===== config.mk =====
export PLATFORM = sky130hd
export DESIGN_NAME = swd_watchdog
export DESIGN_NICKNAME = d
export VERILOG_FILES = /design/src/hw/swd_pkg.sv /design/src/hw/swd_cnt_if.sv /design/src/hw/swd_watchdog.sv /design/src/hw/swd_counter.sv
export SDC_FILE = /design/constraint.sdc
export NUM_CORES = 1
export LEC_CHECK = 0
export ABC_AREA = 0
export BUFFER_PORTS_ARGS = -buffer_cell sky130_fd_sc_hd__buf_2
export CAP_MARGIN = 20
export CORE_UTILIZATION = 53
export DETAILED_ROUTE_END_ITERATION = 6
export GPL_TIMING_DRIVEN = 0
export PLACE_DENSITY_LB_ADDON = 0.05
export SLEW_MARGIN = 40
export SYNTH_ARGS = -nofsm -noshare
export SYNTH_HDL_FRONTEND = slang
export SYNTH_HIERARCHICAL = 1
export SYNTH_SLANG_ARGS = --single-unit

===== constraint.sdc =====
create_clock -name aclk -period 3.3 [get_ports aclk]
set_clock_uncertainty 0.1 [all_clocks]
set_input_delay 0.33 -clock aclk [delete_from_list [all_inputs] [get_ports aclk]]
set_output_delay 0.33 -clock aclk [all_outputs]
set_load 0.005 [all_outputs]

===== src/hw/swd_pkg.sv =====
// Purpose: Shared constants and types of the software watchdog block
// Assumes: 40 MHz core clock, AXI4-Lite register access
// Notes:   Register offsets are indices; byte address is index times four
package swd_pkg;

    localparam int unsigned CLK_HZ        = 40_000_000;

    // Register indices
    localparam logic [7:0]  IDX_RELOAD    = 8'h86;
    localparam logic [7:0]  IDX_PRIO      = 8'hA9;
    localparam logic [7:0]  IDX_IEN_LOW   = 8'hA8;
    localparam logic [7:0]  IDX_IEN_HIGH  = 8'hB8;
    localparam logic [7:0]  IDX_IRQ_STS   = 8'hC0;
    localparam logic [7:0]  IDX_IRQ_MSK   = 8'hC1;

    // Field positions
    localparam int unsigned BIT_GLOBAL_EN = 7;
    localparam int unsigned BIT_ARM       = 6;
    localparam int unsigned BIT_START     = 6;
    localparam int unsigned BIT_EXPIRED   = 6;
    localparam int unsigned BIT_PSEL      = 7;

    // Writable bits of each register
    localparam logic [7:0]  IEN_LOW_MASK  = 8'h9F;
    localparam logic [7:0]  IEN_HIGH_MASK = 8'h3E;
    localparam logic [7:0]  PRIO_MASK     = 8'h3F;

    // Reset values
    localparam logic [7:0]  RST_REG8      = 8'h00;
    localparam logic [15:0] RST_COUNT     = 16'h0000;

    // Timing counts in core clock cycles; expiry value in counter ticks
    localparam logic [3:0]  FLAG_HOLD_CYC = 4'hC;
    localparam logic [8:0]  TICK_FAST_CYC = 9'h018;
    localparam logic [8:0]  TICK_SLOW_CYC = 9'h180;
    localparam logic [15:0] WD_EXPIRE_CNT = 16'h7CFF;

    // Interrupt event bits
    localparam int unsigned EV_EXPIRE     = 0;
    localparam int unsigned EV_REFRESH    = 1;
    localparam int unsigned EV_LAPSE      = 2;
    localparam int unsigned NUM_EV        = 3;

    localparam int unsigned NUM_SRC       = 11;

    localparam logic [1:0]  RESP_OKAY     = 2'h0;
    localparam logic [1:0]  RESP_SLVERR   = 2'h2;

    typedef enum logic [0:0]
    {
        SWD_IDLE = 1'b0,
        SWD_RUN  = 1'b1
    } swd_state_e;

endpackage


===== src/hw/swd_cnt_if.sv =====
// Purpose: Carrier between the watchdog control and its counter
// Assumes: One clock domain
// Notes:   Start, refresh and stop are one-cycle pulses
`timescale 1ns/100ps
interface swd_cnt_if;
    logic        start;
    logic        refresh;
    logic        stop;
    logic        psel;
    logic [6:0]  reload;
    logic        running;
    logic        expire;
    logic [15:0] count;

    modport ctl (output start, refresh, stop, psel, reload,
                 input  running, expire, count);
    modport cnt (input  start, refresh, stop, psel, reload,
                 output running, expire, count);
endinterface


===== src/hw/swd_watchdog.sv =====
// Purpose: Watchdog control and interrupt enables behind AXI4-Lite
// Assumes: Single-beat AXI4-Lite master, one write and one read at a time
// Notes:   Internal reset clears this block except the expired flag and the interrupt status and mask
//
// Design decision made here: the AXI4-Lite slave port.
`timescale 1ns/100ps
module swd_watchdog
    import swd_pkg::*;
#(
    parameter int unsigned ADDR_W = 12
)
(
    input  wire logic                aclk,
    input  wire logic                aresetn,
    input  wire logic [ADDR_W-1:0]   awaddr,
    input  wire logic                awvalid,
    output logic                     awready,
    input  wire logic [31:0]         wdata,
    input  wire logic [3:0]          wstrb,
    input  wire logic                wvalid,
    output logic                     wready,
    output logic [1:0]               bresp,
    output logic                     bvalid,
    input  wire logic                bready,
    input  wire logic [ADDR_W-1:0]   araddr,
    input  wire logic                arvalid,
    output logic                     arready,
    output logic [31:0]              rdata,
    output logic [1:0]               rresp,
    output logic                     rvalid,
    input  wire logic                rready,
    input  wire logic [NUM_SRC-1:0]  src_req,
    output logic [NUM_SRC-1:0]       src_deliver,
    output logic                     wd_reset_req,
    output logic                     irq
);

    if (ADDR_W < 10)
    begin : g_chk
        $error("ADDR_W must be at least 10");
    end

    ////////////////////////////////////////////////////////////////////////
    // Decode: true when a byte address hits the given register index
    function automatic logic hit(input logic [ADDR_W-1:0] a,
                                 input logic [7:0] idx);
        logic [ADDR_W-1:0] full;
        full = ADDR_W'({idx, 2'b00});
        return (a[ADDR_W-1:2] == full[ADDR_W-1:2]);
    endfunction

    swd_cnt_if cif ();

    swd_counter u_counter
    (
        .aclk    (aclk),
        .aresetn (aresetn),
        .cif     (cif)
    );

    ////////////////////////////////////////////////////////////////////////
    // Bus handshake state
    logic        awready_q, awready_d;
    logic        bvalid_q,  bvalid_d;
    logic [1:0]  bresp_q,   bresp_d;
    logic        arready_q, arready_d;
    logic        rvalid_q,  rvalid_d;
    logic [1:0]  rresp_q,   rresp_d;
    logic [31:0] rdata_q,   rdata_d;
    logic        do_wr;
    logic        do_rd;
    logic        wr_ok;
    logic        wr_low;
    logic        wr_high;
    logic        wr_prio;
    logic        wr_rel;
    logic        wr_sts;
    logic        wr_msk;

    // Register state
    logic [7:0]  ien_low_q,  ien_low_d;
    logic [7:0]  ien_high_q, ien_high_d;
    logic [7:0]  prio_q,     prio_d;
    logic [7:0]  reload_q,   reload_d;
    logic        arm_q,      arm_d;
    logic [3:0]  arm_cnt_q,  arm_cnt_d;
    logic        start_q,    start_d;
    logic [3:0]  start_cnt_q, start_cnt_d;
    logic        exp_q,      exp_d;
    logic        wd_rst_q;
    logic [NUM_EV-1:0] sts_q, sts_d;
    logic [NUM_EV-1:0] msk_q, msk_d;
    logic        irq_q;
    logic [NUM_SRC-1:0] deliver_q;
    logic [NUM_SRC-1:0] src_en;
    logic        arm_wr;
    logic        start_wr;
    logic        refresh;
    logic        lapse;
    logic [NUM_EV-1:0]  ev;

    ////////////////////////////////////////////////////////////////////////
    // AXI4-Lite slave: address and data are taken together
    always_comb
    begin
        do_wr     = awready_q && awvalid && wvalid;
        awready_d = awvalid && wvalid && !awready_q && !bvalid_q;
        wr_ok     = hit(awaddr, IDX_IEN_LOW)  || hit(awaddr, IDX_IEN_HIGH)
                 || hit(awaddr, IDX_PRIO)     || hit(awaddr, IDX_RELOAD)
                 || hit(awaddr, IDX_IRQ_STS)  || hit(awaddr, IDX_IRQ_MSK);
        bvalid_d  = do_wr || (bvalid_q && !bready);
        bresp_d   = do_wr ? (wr_ok ? RESP_OKAY : RESP_SLVERR) : bresp_q;
        // Only byte lane 0 carries register data
        wr_low    = do_wr && wstrb[0] && hit(awaddr, IDX_IEN_LOW);
        wr_high   = do_wr && wstrb[0] && hit(awaddr, IDX_IEN_HIGH);
        wr_prio   = do_wr && wstrb[0] && hit(awaddr, IDX_PRIO);
        wr_rel    = do_wr && wstrb[0] && hit(awaddr, IDX_RELOAD);
        wr_sts    = do_wr && wstrb[0] && hit(awaddr, IDX_IRQ_STS);
        wr_msk    = do_wr && wstrb[0] && hit(awaddr, IDX_IRQ_MSK);

        do_rd     = arready_q && arvalid;
        arready_d = arvalid && !arready_q && !rvalid_q;
        rvalid_d  = do_rd || (rvalid_q && !rready);
        rdata_d   = rdata_q;
        rresp_d   = rresp_q;
        if (do_rd)
        begin
            rresp_d = RESP_OKAY;
            if (hit(araddr, IDX_IEN_LOW))
                rdata_d = {24'h000000, ien_low_q[7], arm_q, ien_low_q[5:0]};
            else if (hit(araddr, IDX_IEN_HIGH))
                rdata_d = {24'h000000, 1'b0, start_q, ien_high_q[5:0]};
            else if (hit(araddr, IDX_PRIO))
                rdata_d = {24'h000000, 1'b0, exp_q, prio_q[5:0]};
            else if (hit(araddr, IDX_RELOAD))
                rdata_d = {24'h000000, reload_q};
            else if (hit(araddr, IDX_IRQ_STS))
                rdata_d = {29'h00000000, sts_q};
            else if (hit(araddr, IDX_IRQ_MSK))
                rdata_d = {29'h00000000, msk_q};
            else
            begin
                rdata_d = 32'h00000000;
                rresp_d = RESP_SLVERR;
            end
        end
    end

    ////////////////////////////////////////////////////////////////////////
    // Watchdog control and enables
    always_comb
    begin
        arm_wr   = wr_low && wdata[BIT_ARM];
        start_wr = wr_high && wdata[BIT_START];
        refresh  = start_wr && arm_q && !wd_rst_q;
        lapse    = arm_q && !refresh && !arm_wr
                && arm_cnt_q == FLAG_HOLD_CYC - 4'h1;

        ien_low_d  = wr_low  ? (wdata[7:0] & IEN_LOW_MASK)  : ien_low_q;
        ien_high_d = wr_high ? (wdata[7:0] & IEN_HIGH_MASK) : ien_high_q;
        prio_d     = wr_prio ? (wdata[7:0] & PRIO_MASK)     : prio_q;
        reload_d   = wr_rel  ? wdata[7:0]                   : reload_q;

        // Arm window: a refresh consumes it, otherwise it lapses
        arm_d     = arm_q;
        arm_cnt_d = arm_cnt_q;
        if (arm_wr)
        begin
            arm_d     = 1'b1;
            arm_cnt_d = 4'h0;
        end
        else if (refresh || lapse)
        begin
            arm_d     = 1'b0;
            arm_cnt_d = 4'h0;
        end
        else if (arm_q)
        begin
            arm_cnt_d = arm_cnt_q + 4'h1;
        end

        start_d     = start_q;
        start_cnt_d = start_cnt_q;
        if (start_wr)
        begin
            start_d     = 1'b1;
            start_cnt_d = 4'h0;
        end
        else if (start_q && start_cnt_q == FLAG_HOLD_CYC - 4'h1)
        begin
            start_d     = 1'b0;
            start_cnt_d = 4'h0;
        end
        else if (start_q)
        begin
            start_cnt_d = start_cnt_q + 4'h1;
        end

        // Hardware set wins over a software clear
        exp_d = cif.expire
             || (exp_q && !(wr_prio && !wdata[BIT_EXPIRED]));

        // Internal reset clears enables, priority, reload, arm and start; expired flag, status and mask are kept
        if (wd_rst_q)
        begin
            ien_low_d   = RST_REG8;
            ien_high_d  = RST_REG8;
            prio_d      = RST_REG8;
            reload_d    = RST_REG8;
            arm_d       = 1'b0;
            arm_cnt_d   = 4'h0;
            start_d     = 1'b0;
            start_cnt_d = 4'h0;
        end

        ev              = '0;
        ev[EV_EXPIRE]   = cif.expire;
        ev[EV_REFRESH]  = refresh;
        ev[EV_LAPSE]    = lapse && !wd_rst_q;
        sts_d = (sts_q & ~(wr_sts ? wdata[NUM_EV-1:0] : '0)) | ev;
        msk_d = wr_msk ? wdata[NUM_EV-1:0] : msk_q;

        src_en = {1'b0, ien_high_q[5:1], ien_low_q[4:0]}
               & {NUM_SRC{ien_low_q[BIT_GLOBAL_EN]}};
    end

    assign cif.start   = start_wr && !wd_rst_q;
    assign cif.refresh = refresh;
    assign cif.stop    = wd_rst_q;
    assign cif.psel    = reload_q[BIT_PSEL];
    assign cif.reload  = reload_q[6:0];

    always_ff @(posedge aclk)
    begin
        if (!aresetn)
        begin
            awready_q   <= 1'b0;
            bvalid_q    <= 1'b0;
            bresp_q     <= RESP_OKAY;
            arready_q   <= 1'b0;
            rvalid_q    <= 1'b0;
            rresp_q     <= RESP_OKAY;
            rdata_q     <= 32'h00000000;
            ien_low_q   <= RST_REG8;
            ien_high_q  <= RST_REG8;
            prio_q      <= RST_REG8;
            reload_q    <= RST_REG8;
            arm_q       <= 1'b0;
            arm_cnt_q   <= 4'h0;
            start_q     <= 1'b0;
            start_cnt_q <= 4'h0;
            exp_q       <= 1'b0;
            wd_rst_q    <= 1'b0;
            sts_q       <= '0;
            msk_q       <= '0;
            irq_q       <= 1'b0;
            deliver_q   <= '0;
        end
        else
        begin
            awready_q   <= awready_d;
            bvalid_q    <= bvalid_d;
            bresp_q     <= bresp_d;
            arready_q   <= arready_d;
            rvalid_q    <= rvalid_d;
            rresp_q     <= rresp_d;
            rdata_q     <= rdata_d;
            ien_low_q   <= ien_low_d;
            ien_high_q  <= ien_high_d;
            prio_q      <= prio_d;
            reload_q    <= reload_d;
            arm_q       <= arm_d;
            arm_cnt_q   <= arm_cnt_d;
            start_q     <= start_d;
            start_cnt_q <= start_cnt_d;
            exp_q       <= exp_d;
            wd_rst_q    <= cif.expire;
            sts_q       <= sts_d;
            msk_q       <= msk_d;
            irq_q       <= |(sts_d & msk_d);
            deliver_q   <= src_req & src_en;
        end
    end

    assign awready      = awready_q;
    assign wready       = awready_q;
    assign bvalid       = bvalid_q;
    assign bresp        = bresp_q;
    assign arready      = arready_q;
    assign rvalid       = rvalid_q;
    assign rresp        = rresp_q;
    assign rdata        = rdata_q;
    assign src_deliver  = deliver_q;
    assign wd_reset_req = wd_rst_q;
    assign irq          = irq_q;
endmodule


===== src/hw/swd_counter.sv =====
// Purpose: 16-bit watchdog counter with its prescaler
// Assumes: Control pulses come from the register side
// Notes:   Only stop halts a running counter
`timescale 1ns/100ps
module swd_counter
    import swd_pkg::*;
(
    input  wire logic aclk,
    input  wire logic aresetn,
    swd_cnt_if.cnt    cif
);

    swd_state_e  state_q;
    swd_state_e  state_d;
    logic [8:0]  pre_q;
    logic [8:0]  pre_d;
    logic [15:0] cnt_q;
    logic [15:0] cnt_d;
    logic        exp_q;
    logic        exp_d;
    logic [8:0]  lim;

    always_comb
    begin
        lim     = cif.psel ? TICK_SLOW_CYC - 9'h001
                           : TICK_FAST_CYC - 9'h001;
        state_d = state_q;
        pre_d   = pre_q;
        cnt_d   = cnt_q;
        if (cif.stop)
        begin
            state_d = SWD_IDLE;
            pre_d   = 9'h000;
            cnt_d   = RST_COUNT;
        end
        else if (cif.refresh)
        begin
            state_d = SWD_RUN;
            pre_d   = 9'h000;
            cnt_d   = {1'b0, cif.reload, 8'h00};
        end
        else
        begin
            if (cif.start)
            begin
                state_d = SWD_RUN;
            end
            case (state_q)
                SWD_RUN:
                begin
                    // Psel may drop mid-count, so compare with >=
                    if (pre_q >= lim)
                    begin
                        pre_d = 9'h000;
                        cnt_d = cnt_q + 16'h0001;
                    end
                    else
                    begin
                        pre_d = pre_q + 9'h001;
                    end
                end
                default:
                begin
                    pre_d = pre_q;
                end
            endcase
        end
        exp_d = (cnt_d == WD_EXPIRE_CNT) && (cnt_q != WD_EXPIRE_CNT)
                && !cif.stop;
    end

    always_ff @(posedge aclk)
    begin
        if (!aresetn)
        begin
            state_q <= SWD_IDLE;
            pre_q   <= 9'h000;
            cnt_q   <= RST_COUNT;
            exp_q   <= 1'b0;
        end
        else
        begin
            state_q <= state_d;
            pre_q   <= pre_d;
            cnt_q   <= cnt_d;
            exp_q   <= exp_d;
        end
    end

    assign cif.running = (state_q == SWD_RUN);
    assign cif.expire  = exp_q;
    assign cif.count   = cnt_q;
endmodule


# Word level (Yosys, flattened, before mapping)
# Index checks and enable logic that the tools add are counted.
[classes] reduce_logical=59 n_eq_ne=16 magnitude_cmp=1 mux=27 n_addsub=4 bitwise_logic=7
[ops] op="== test 10 x 8 -> 1 bit, second input constant" n=12
[ops] op="two-way mux 16 bit" n=4
[ops] op="two-way mux 8 bit" n=4
[ops] op="logical AND 1 bit" n=31
[ops] op="two-way mux 9 bit" n=2
[ops] op="adder 16 x 1 -> 16 bit, second input constant" n=1
[ops] op="== test 16 x 15 -> 1 bit, second input constant" n=1
[ops] op="inequality test 16 x 15 -> 1 bit, second input constant" n=1
[ops] op="two-way mux 2 bit" n=7
[ops] op="two-way mux 3 bit" n=4
[ops] op="AND 10 x 11 -> 11 bit" n=1
[ops] op="AND 11 bit" n=1
[ops] op="logical NOT 1 bit" n=11
[ops] op="adder 9 x 1 -> 9 bit, second input constant" n=1
[ops] op=">= comparator 9 bit" n=1
[ops] op="logical OR 1 bit" n=9
[ops] op="adder 4 x 1 -> 4 bit, second input constant" n=2
[ops] op="== test 4 bit, second input constant" n=2
[ops] op="OR reduction 4 bit" n=2
[ops] op="AND 3 bit" n=2
[ops] op="two-way mux 1 bit" n=6
[ops] op="nonzero test 2 bit" n=3
[ops] op="OR reduction 3 bit" n=2
[ops] op="inverter 3 bit" n=1
[ops] op="3 further kinds" n=3
[totals] ff_bits=122 output_inout_bits=54 wordCells=139 inputBits=78

# Depth between registers and ports, before layout
[depth] word_depth=15 depth_mapped=11 mapped_depth_nobuf=9

# Hierarchy
# Netlist, hierarchy kept.
[modules_own_cells] mod="swd_watchdog" n_inst=1 area_each_um2=3124.2 seq_area_each_um2=1361.3 cells_each=362
[modules_own_cells] mod="swd_counter" n_inst=1 area_each_um2=1625.3 seq_area_each_um2=540.5 cells_each=183

# Worst setup path before layout
# OpenSTA, ideal clock, no wires.
[synth_timing] path_type="input to register" start="in awaddr[11]" end="reg u_counter.pre_q[0]" cell_stages=10 slack_ns=0.802 required_time_ns=3.074 setup_ns=0.126 arrival_ns=2.272 path_buffers=3 cell_sequence="or2_2 -> nor4_1 -> nand4_1 -> inv_1 -> buf_6 -> or2_2 -> clkbuf_1 -> nand2b_1 -> clkbuf_1 -> nor2_1"
[synth_between] elab_chain_len=6
[synth_rtl] element="from (decl)" line="swd_watchdog.sv:15" text="input wire logic [ADDR_W-1:0] awaddr,"
[synth_rtl] element="== test 10 x 8 -> 1 bit" line="swd_watchdog.sv:49" text="return (a[ADDR_W-1:2] == full[ADDR_W-1:2]);"
[synth_rtl] element="logical AND 1 bit" line="swd_watchdog.sv:115" text="wr_high = do_wr && wstrb[0] && hit(awaddr, IDX_IEN_HIGH);"
[synth_rtl] element="logical AND 1 bit" line="swd_watchdog.sv:154" text="start_wr = wr_high && wdata[BIT_START];"
[synth_rtl] element="logical AND 1 bit (2 in series)" line="swd_watchdog.sv:155" text="refresh = start_wr && arm_q && !wd_rst_q;"
[synth_rtl] element="net cif.refresh" line="swd_cnt_if.sv:7" text="logic refresh;"
[synth_rtl] element="OR reduction 3 bit (no source line)"
[synth_rtl] element="to (signal assigned)" line="swd_counter.sv:84" text="pre_q <= pre_d;"
[synth_rtl] element="to (decl)" line="swd_counter.sv:15" text="logic [8:0] pre_q;"
# The timed path passes the listed nets, and every way through them passes these cells.
# A chain may end at the register's enable or synchronous reset.

# Final worst setup path
[layout_timing] start="reg awready_q, in the netlist awready" end="reg u_counter.pre_q[5]"
[layout_between] elab_chain_len=8
[layout_rtl] element="from (decl)" line="swd_watchdog.sv:63" text="logic awready_q, awready_d;"
[layout_rtl] element="from (signal assigned)" line="swd_watchdog.sv:261" text="awready_q <= awready_d;"
[layout_rtl] element="logical AND 1 bit (2 in series)" line="swd_watchdog.sv:106" text="do_wr = awready_q && awvalid && wvalid;"
[layout_rtl] element="logical AND 1 bit (2 in series)" line="swd_watchdog.sv:115"
[layout_rtl] element="logical AND 1 bit" line="swd_watchdog.sv:154"
[layout_rtl] element="logical AND 1 bit (2 in series)" line="swd_watchdog.sv:155"
[layout_rtl] element="net cif.refresh" line="swd_cnt_if.sv:7"
[layout_rtl] element="OR reduction 3 bit (no source line)"
# The timed path passes the listed nets, and every way through them passes these cells.

==> results summary <==
The die outline width is 96.7 um. The average footprint of a synthesized cell is 8.71 um2. The required time reported for the critical path endpoint is 3450 ps. The synthesized design spends more area on one cell type than any other, namely sky130_fd_sc_hd__dfxtp_1. The number of placement rows came out at 34. The share of total power consumed by net switching came out at 24.6%. The count of inserted antenna diode cells came out at 0.

The average via count per standard cell came out at 5.39. The flow ran to the end, and the final reports show no timing, DRC or antenna violations. The maximum cell stage delay along the critical path is 440 ps. The minimum hold slack is 84.9 ps. The most critical setup path has its startpoint at awready.

The final critical path takes up 87.2% of the cycle. The via count of the first global-routing pass was 3897. The largest individual stage delay along the critical path comes from the cell sky130_fd_sc_hd__nor4_2.

The worst-case IR drop observed on VDD is 0.228 mV. By area, the combinational part of the netlist is dominated by simple AND/OR/NAND/NOR gates. The worst-case clock buffer depth is 2. The count of endpoints failing hold in the final timing report was 0. The area growth from synthesis to layout is 16.9%. The clock latency on the worst-skew pair came out at 370 ps.

The HPWL reported at the end of detailed placement came out at 8.56 mm. Among all flip-flop cells after synthesis, the most frequent one is sky130_fd_sc_hd__dfxtp_1. The synthesized-area fraction occupied by ao, oa, aoi and oai cells is 11.7%. The first-pass GRT wire length is 18.5 mm. The internal power summed over all cells came out at 0.00157 W.

In this run, the number of DRC markers left after iteration 0 of detailed routing was 176. The number of antenna violations at the first check in global routing came out at 0. The share of total power dissipated in the clock network is 38.2%.

The overall die height is 96.7 um. In this run the tightest slew margin relative to its limit is 55.3%. The H-tree was split into 3 levels.

The net switching power figure is 0.000513 W. The setup path with the least slack is of type register to register. The routed design has 11.0 mm of wire. The sequential group share of total power came out at 55.4%. The remaining number of nets flagged by the antenna check after routing came out at 0. The initial cell density of the core is 54.7%. The tool flagged a number of max-cap violations equal to 0. The critical path ends at u_counter/pre_q[5]. Of the total synthesized cell area, the portion taken by AND, OR, NAND and NOR gates is 29.4%. The DRC violation count after routing is 0. The arrival time of data at the critical path endpoint came out at 3030 ps. For this design the top-level I/O count stands at 132. The worst register-to-register path has a depth of 10.

The CTS buffer count is 9. The power share of the combinational group is 6.4%. The endpoint identified for the worst register-to-register timing path is u_counter/pre_q[5].

For this run, the total global-route usage over all layers was measured as 24.3%. The post-synth design cell area came out at 0.00475 mm2. The worst-margin pin slew is 665 ps. The final count of pins violating max slew is 0. The number of flops mapped to enable cells by yosys is 0. The last weighted congestion value of the routability-driven placer came out at 0.879. The die area came out at 0.00934 mm2. During placement, the flow inserted port buffers numbering 72.

The proportion of netlist area held by the largest area contributor came out at 40.0%. STA classifies the critical path endpoint as a register. Of the synthesized area, sequential elements account for 40.0%.

TritonCTS built the clock tree. The sum of overflow across all layers after global routing came out at 0. In this run the critical register-to-register path is launched from awready. The async set-reset flop share out of synthesis is 0%. The classification of the worst-slack hold path is primary input to register. The maximum fanout count along the critical path is 10. The largest net degree at the start of global routing came out at 18. Before antenna repair, the detailed router went through 5 iterations. The achievable frequency came out at 347 MHz. The area of the core came out at 0.00868 mm2.

The number of vias after detailed routing is 4133. The slack of the worst reg-to-reg path came out at 420 ps. After Yosys synthesis, XOR and XNOR cells account for 4.98% of the synthesized area.

The power per standard cell area came out at 375 mW/mm2. The final layout contains 740 nets. STA classifies the critical path startpoint as a register.

The adder-cell area share of the yosys netlist is 2.11%. Adding up every negative setup slack in the final design gives 0 ps. After technology mapping, the gate count stands at 545. Measured against the total synthesized area, the mux share comes to 4.08%. The clock input transition at the sequential cells of the worst setup and hold paths is 100 ps. Setup repair after global routing left no endpoint under its margin. The number of different library cells in the post-synthesis netlist is 72. The clock net in this run drives a total of 95 sinks. The synthesis-stage register bit count is 95. The tree is rooted in a sky130_fd_sc_hd__clkbuf_8.

The clock period could shrink to 2880 ps. The average wire per standard cell came out at 14.4 um. Traced cell by cell, the critical path runs through nand4_1 > nor4_2 > nand4_1 > inv_1 > buf_6 > or2_2 > clkbuf_1 > nand2b_1 > clkbuf_1 > nor2_1. The Yosys warning count is 6.

By area the synthesized netlist is led by sky130_fd_sc_hd__dfxtp_1, sky130_fd_sc_hd__nand2_1, sky130_fd_sc_hd__buf_4. The number of setup violations in the final report is 0. The static power due to leakage came out at 2.34 nW. The fraction of layout cells with a size suffix above 1 came out at 22.2%.
## critical path: cells and delay by family (launching register included)
family	cells	cell delay, ps
simple gates	6	1250
buf+inv	4	1000
flops	1	410
## power by group through the flow
stage	clock network, W	logic, W	registers (W)
final	0.000796	0.000132	0.00115
after global routing	0.000853	0.000146	0.00116
after CTS	0.000805	0.000131	0.00115
after detailed placement	0	0.000130	0.00118
after global placement	0	0.000129	0.00118
after floorplan	0	0.0000724	0.00118
## routing by layer
| metal | part of all wire [%] | global-route usage (%) | up-vias | wire length [um] |
|---|---|---|---|---|
| met2 | 50 | 42.5 | 107 | 5500 |
| met3 | 4.2 | 4.34 | 14 | 468 |
| met1 | 44 | 30.5 | 1919 | 4910 |
| li1 | - | - | 2093 | - |
| met4 | 1.5 | 7.35 | 0 | 164 |
| met5 | 0 | 0 | - | 0 |
## sequential cells by signal, indices dropped and copies added, names as in the netlist, 3 cells and up
name	cells
u_counter/pre_q	9
start_cnt_q	4
prio_q	6
ien_low_q	6
src_deliver	10
u_counter/cif.count	16
reload_q	8
msk_q	3
ien_high_q	5
rdata	8
sts_q	3
arm_cnt_q	4
## synthesized netlist by cell type (all sizes together) (2+ instances only)
| library cell | n |
|---|---|
| nor4 | 13 |
| and2 | 6 |
| nand3 | 26 |
| and4 | 2 |
| mux2i | 16 |
| buf | 34 |
| a21oi | 40 |
| xor2 | 16 |
| xnor2 | 11 |
| ha | 8 |
| or3 | 6 |
| clkbuf | 18 |
| o22ai | 2 |
| a221o | 2 |
| nand4b | 2 |
| a221oi | 3 |
| a22oi | 4 |
| a31oi | 6 |
| nor4b | 3 |
| nand2 | 61 |
| inv | 9 |
| nor4bb | 2 |
| a32o | 2 |
| nand4 | 16 |
| o21ai | 10 |
| mux2 | 3 |
| dfxtp | 95 |
| nand2b | 8 |
| nor2 | 52 |
| a211o | 2 |
| o31a | 3 |
| nor3 | 11 |
| or2 | 2 |
| nor2b | 10 |
| o21bai | 2 |
| or3b | 3 |
| and3b | 2 |
| and3 | 13 |
| nand3b | 3 |
## worst min path at each step
| stage | from | to | slack [ps] | depth (start not counted) |
|---|---|---|---|---|
| 3_5_place_dp | bvalid | awready | 340 | 1 |
| 2_1_floorplan | ien_low_q[1] | ien_low_q[1] | 340 | 2 |
| 3_3_place_gp | rvalid | arready | 320 | 1 |
| 5_1_grt | src_req[1] | src_deliver[1] | 70 | 2 |
| 6_report | src_req[2] | src_deliver[2] | 80 | 2 |
| 4_1_cts | src_req[2] | src_deliver[2] | 70 | 2 |
## placed cells by master, fill, tap and decap left out, drive strengths merged, types with 16 or more instances in the layout
cell	count
nand2	61
mux2i	16
nor2	52
a21oi	40
xor2	16
nand3	26
dfxtp	95
clkbuf	27
nand4	16
conb	27
buf	106
## logic make-up (layout without fill, tap and decap cells)
logic type               after synthesis  in the layout
buffers and inverters                 61            149
other                                  1             27
AO/OA/AOI/OAI                         86             86
XOR/XNOR                              27             27
AND/OR/NAND/NOR                      248            248
adder cells (fa/ha/maj)                8              8
flip-flops                            95             95
multiplexers                          19             19
## cell type report
cell class / instances / area, um2
flip-flops and latches: 95 / 1900
fillers: 814 / 3130
well taps: 108 / 135
clock inverters: 7 / 78.8
plain buffers: 52 / 327
multi-input cells: 415 / 2590
clock buffers: 9 / 124
inverters: 9 / 33.8
repair buffers: 72 / 360
## what timing repair did
| action | 4_1_cts | 5_1_grt |
|---|---|---|
| endpoints found under the setup margin | 0 | 9 |
| resized for setup | 0 | 1 |
| buffers inserted | 0 | 0 |
| hold buffers | 0 | 0 |
## stage by stage
| step | setup WS [ps] | utilization [%] | total power (W) | instances | instance area, um2 |
|---|---|---|---|---|---|
| finish | 421 | 64.0 | 0.00208 | 767 | 5550 |
| global placement | 95.3 | 61.6 | 0.00131 | 751 | 5340 |
| global route | 166 | 64.0 | 0.00215 | 767 | 5550 |
| floorplan | 802 | - | 0.00125 | 571 | 4850 |
| CTS | 245 | 63.9 | 0.00209 | 767 | 5550 |
| detailed placement | 109 | 61.6 | 0.00131 | 751 | 5340 |
Power figures use the tool's default switching activity.
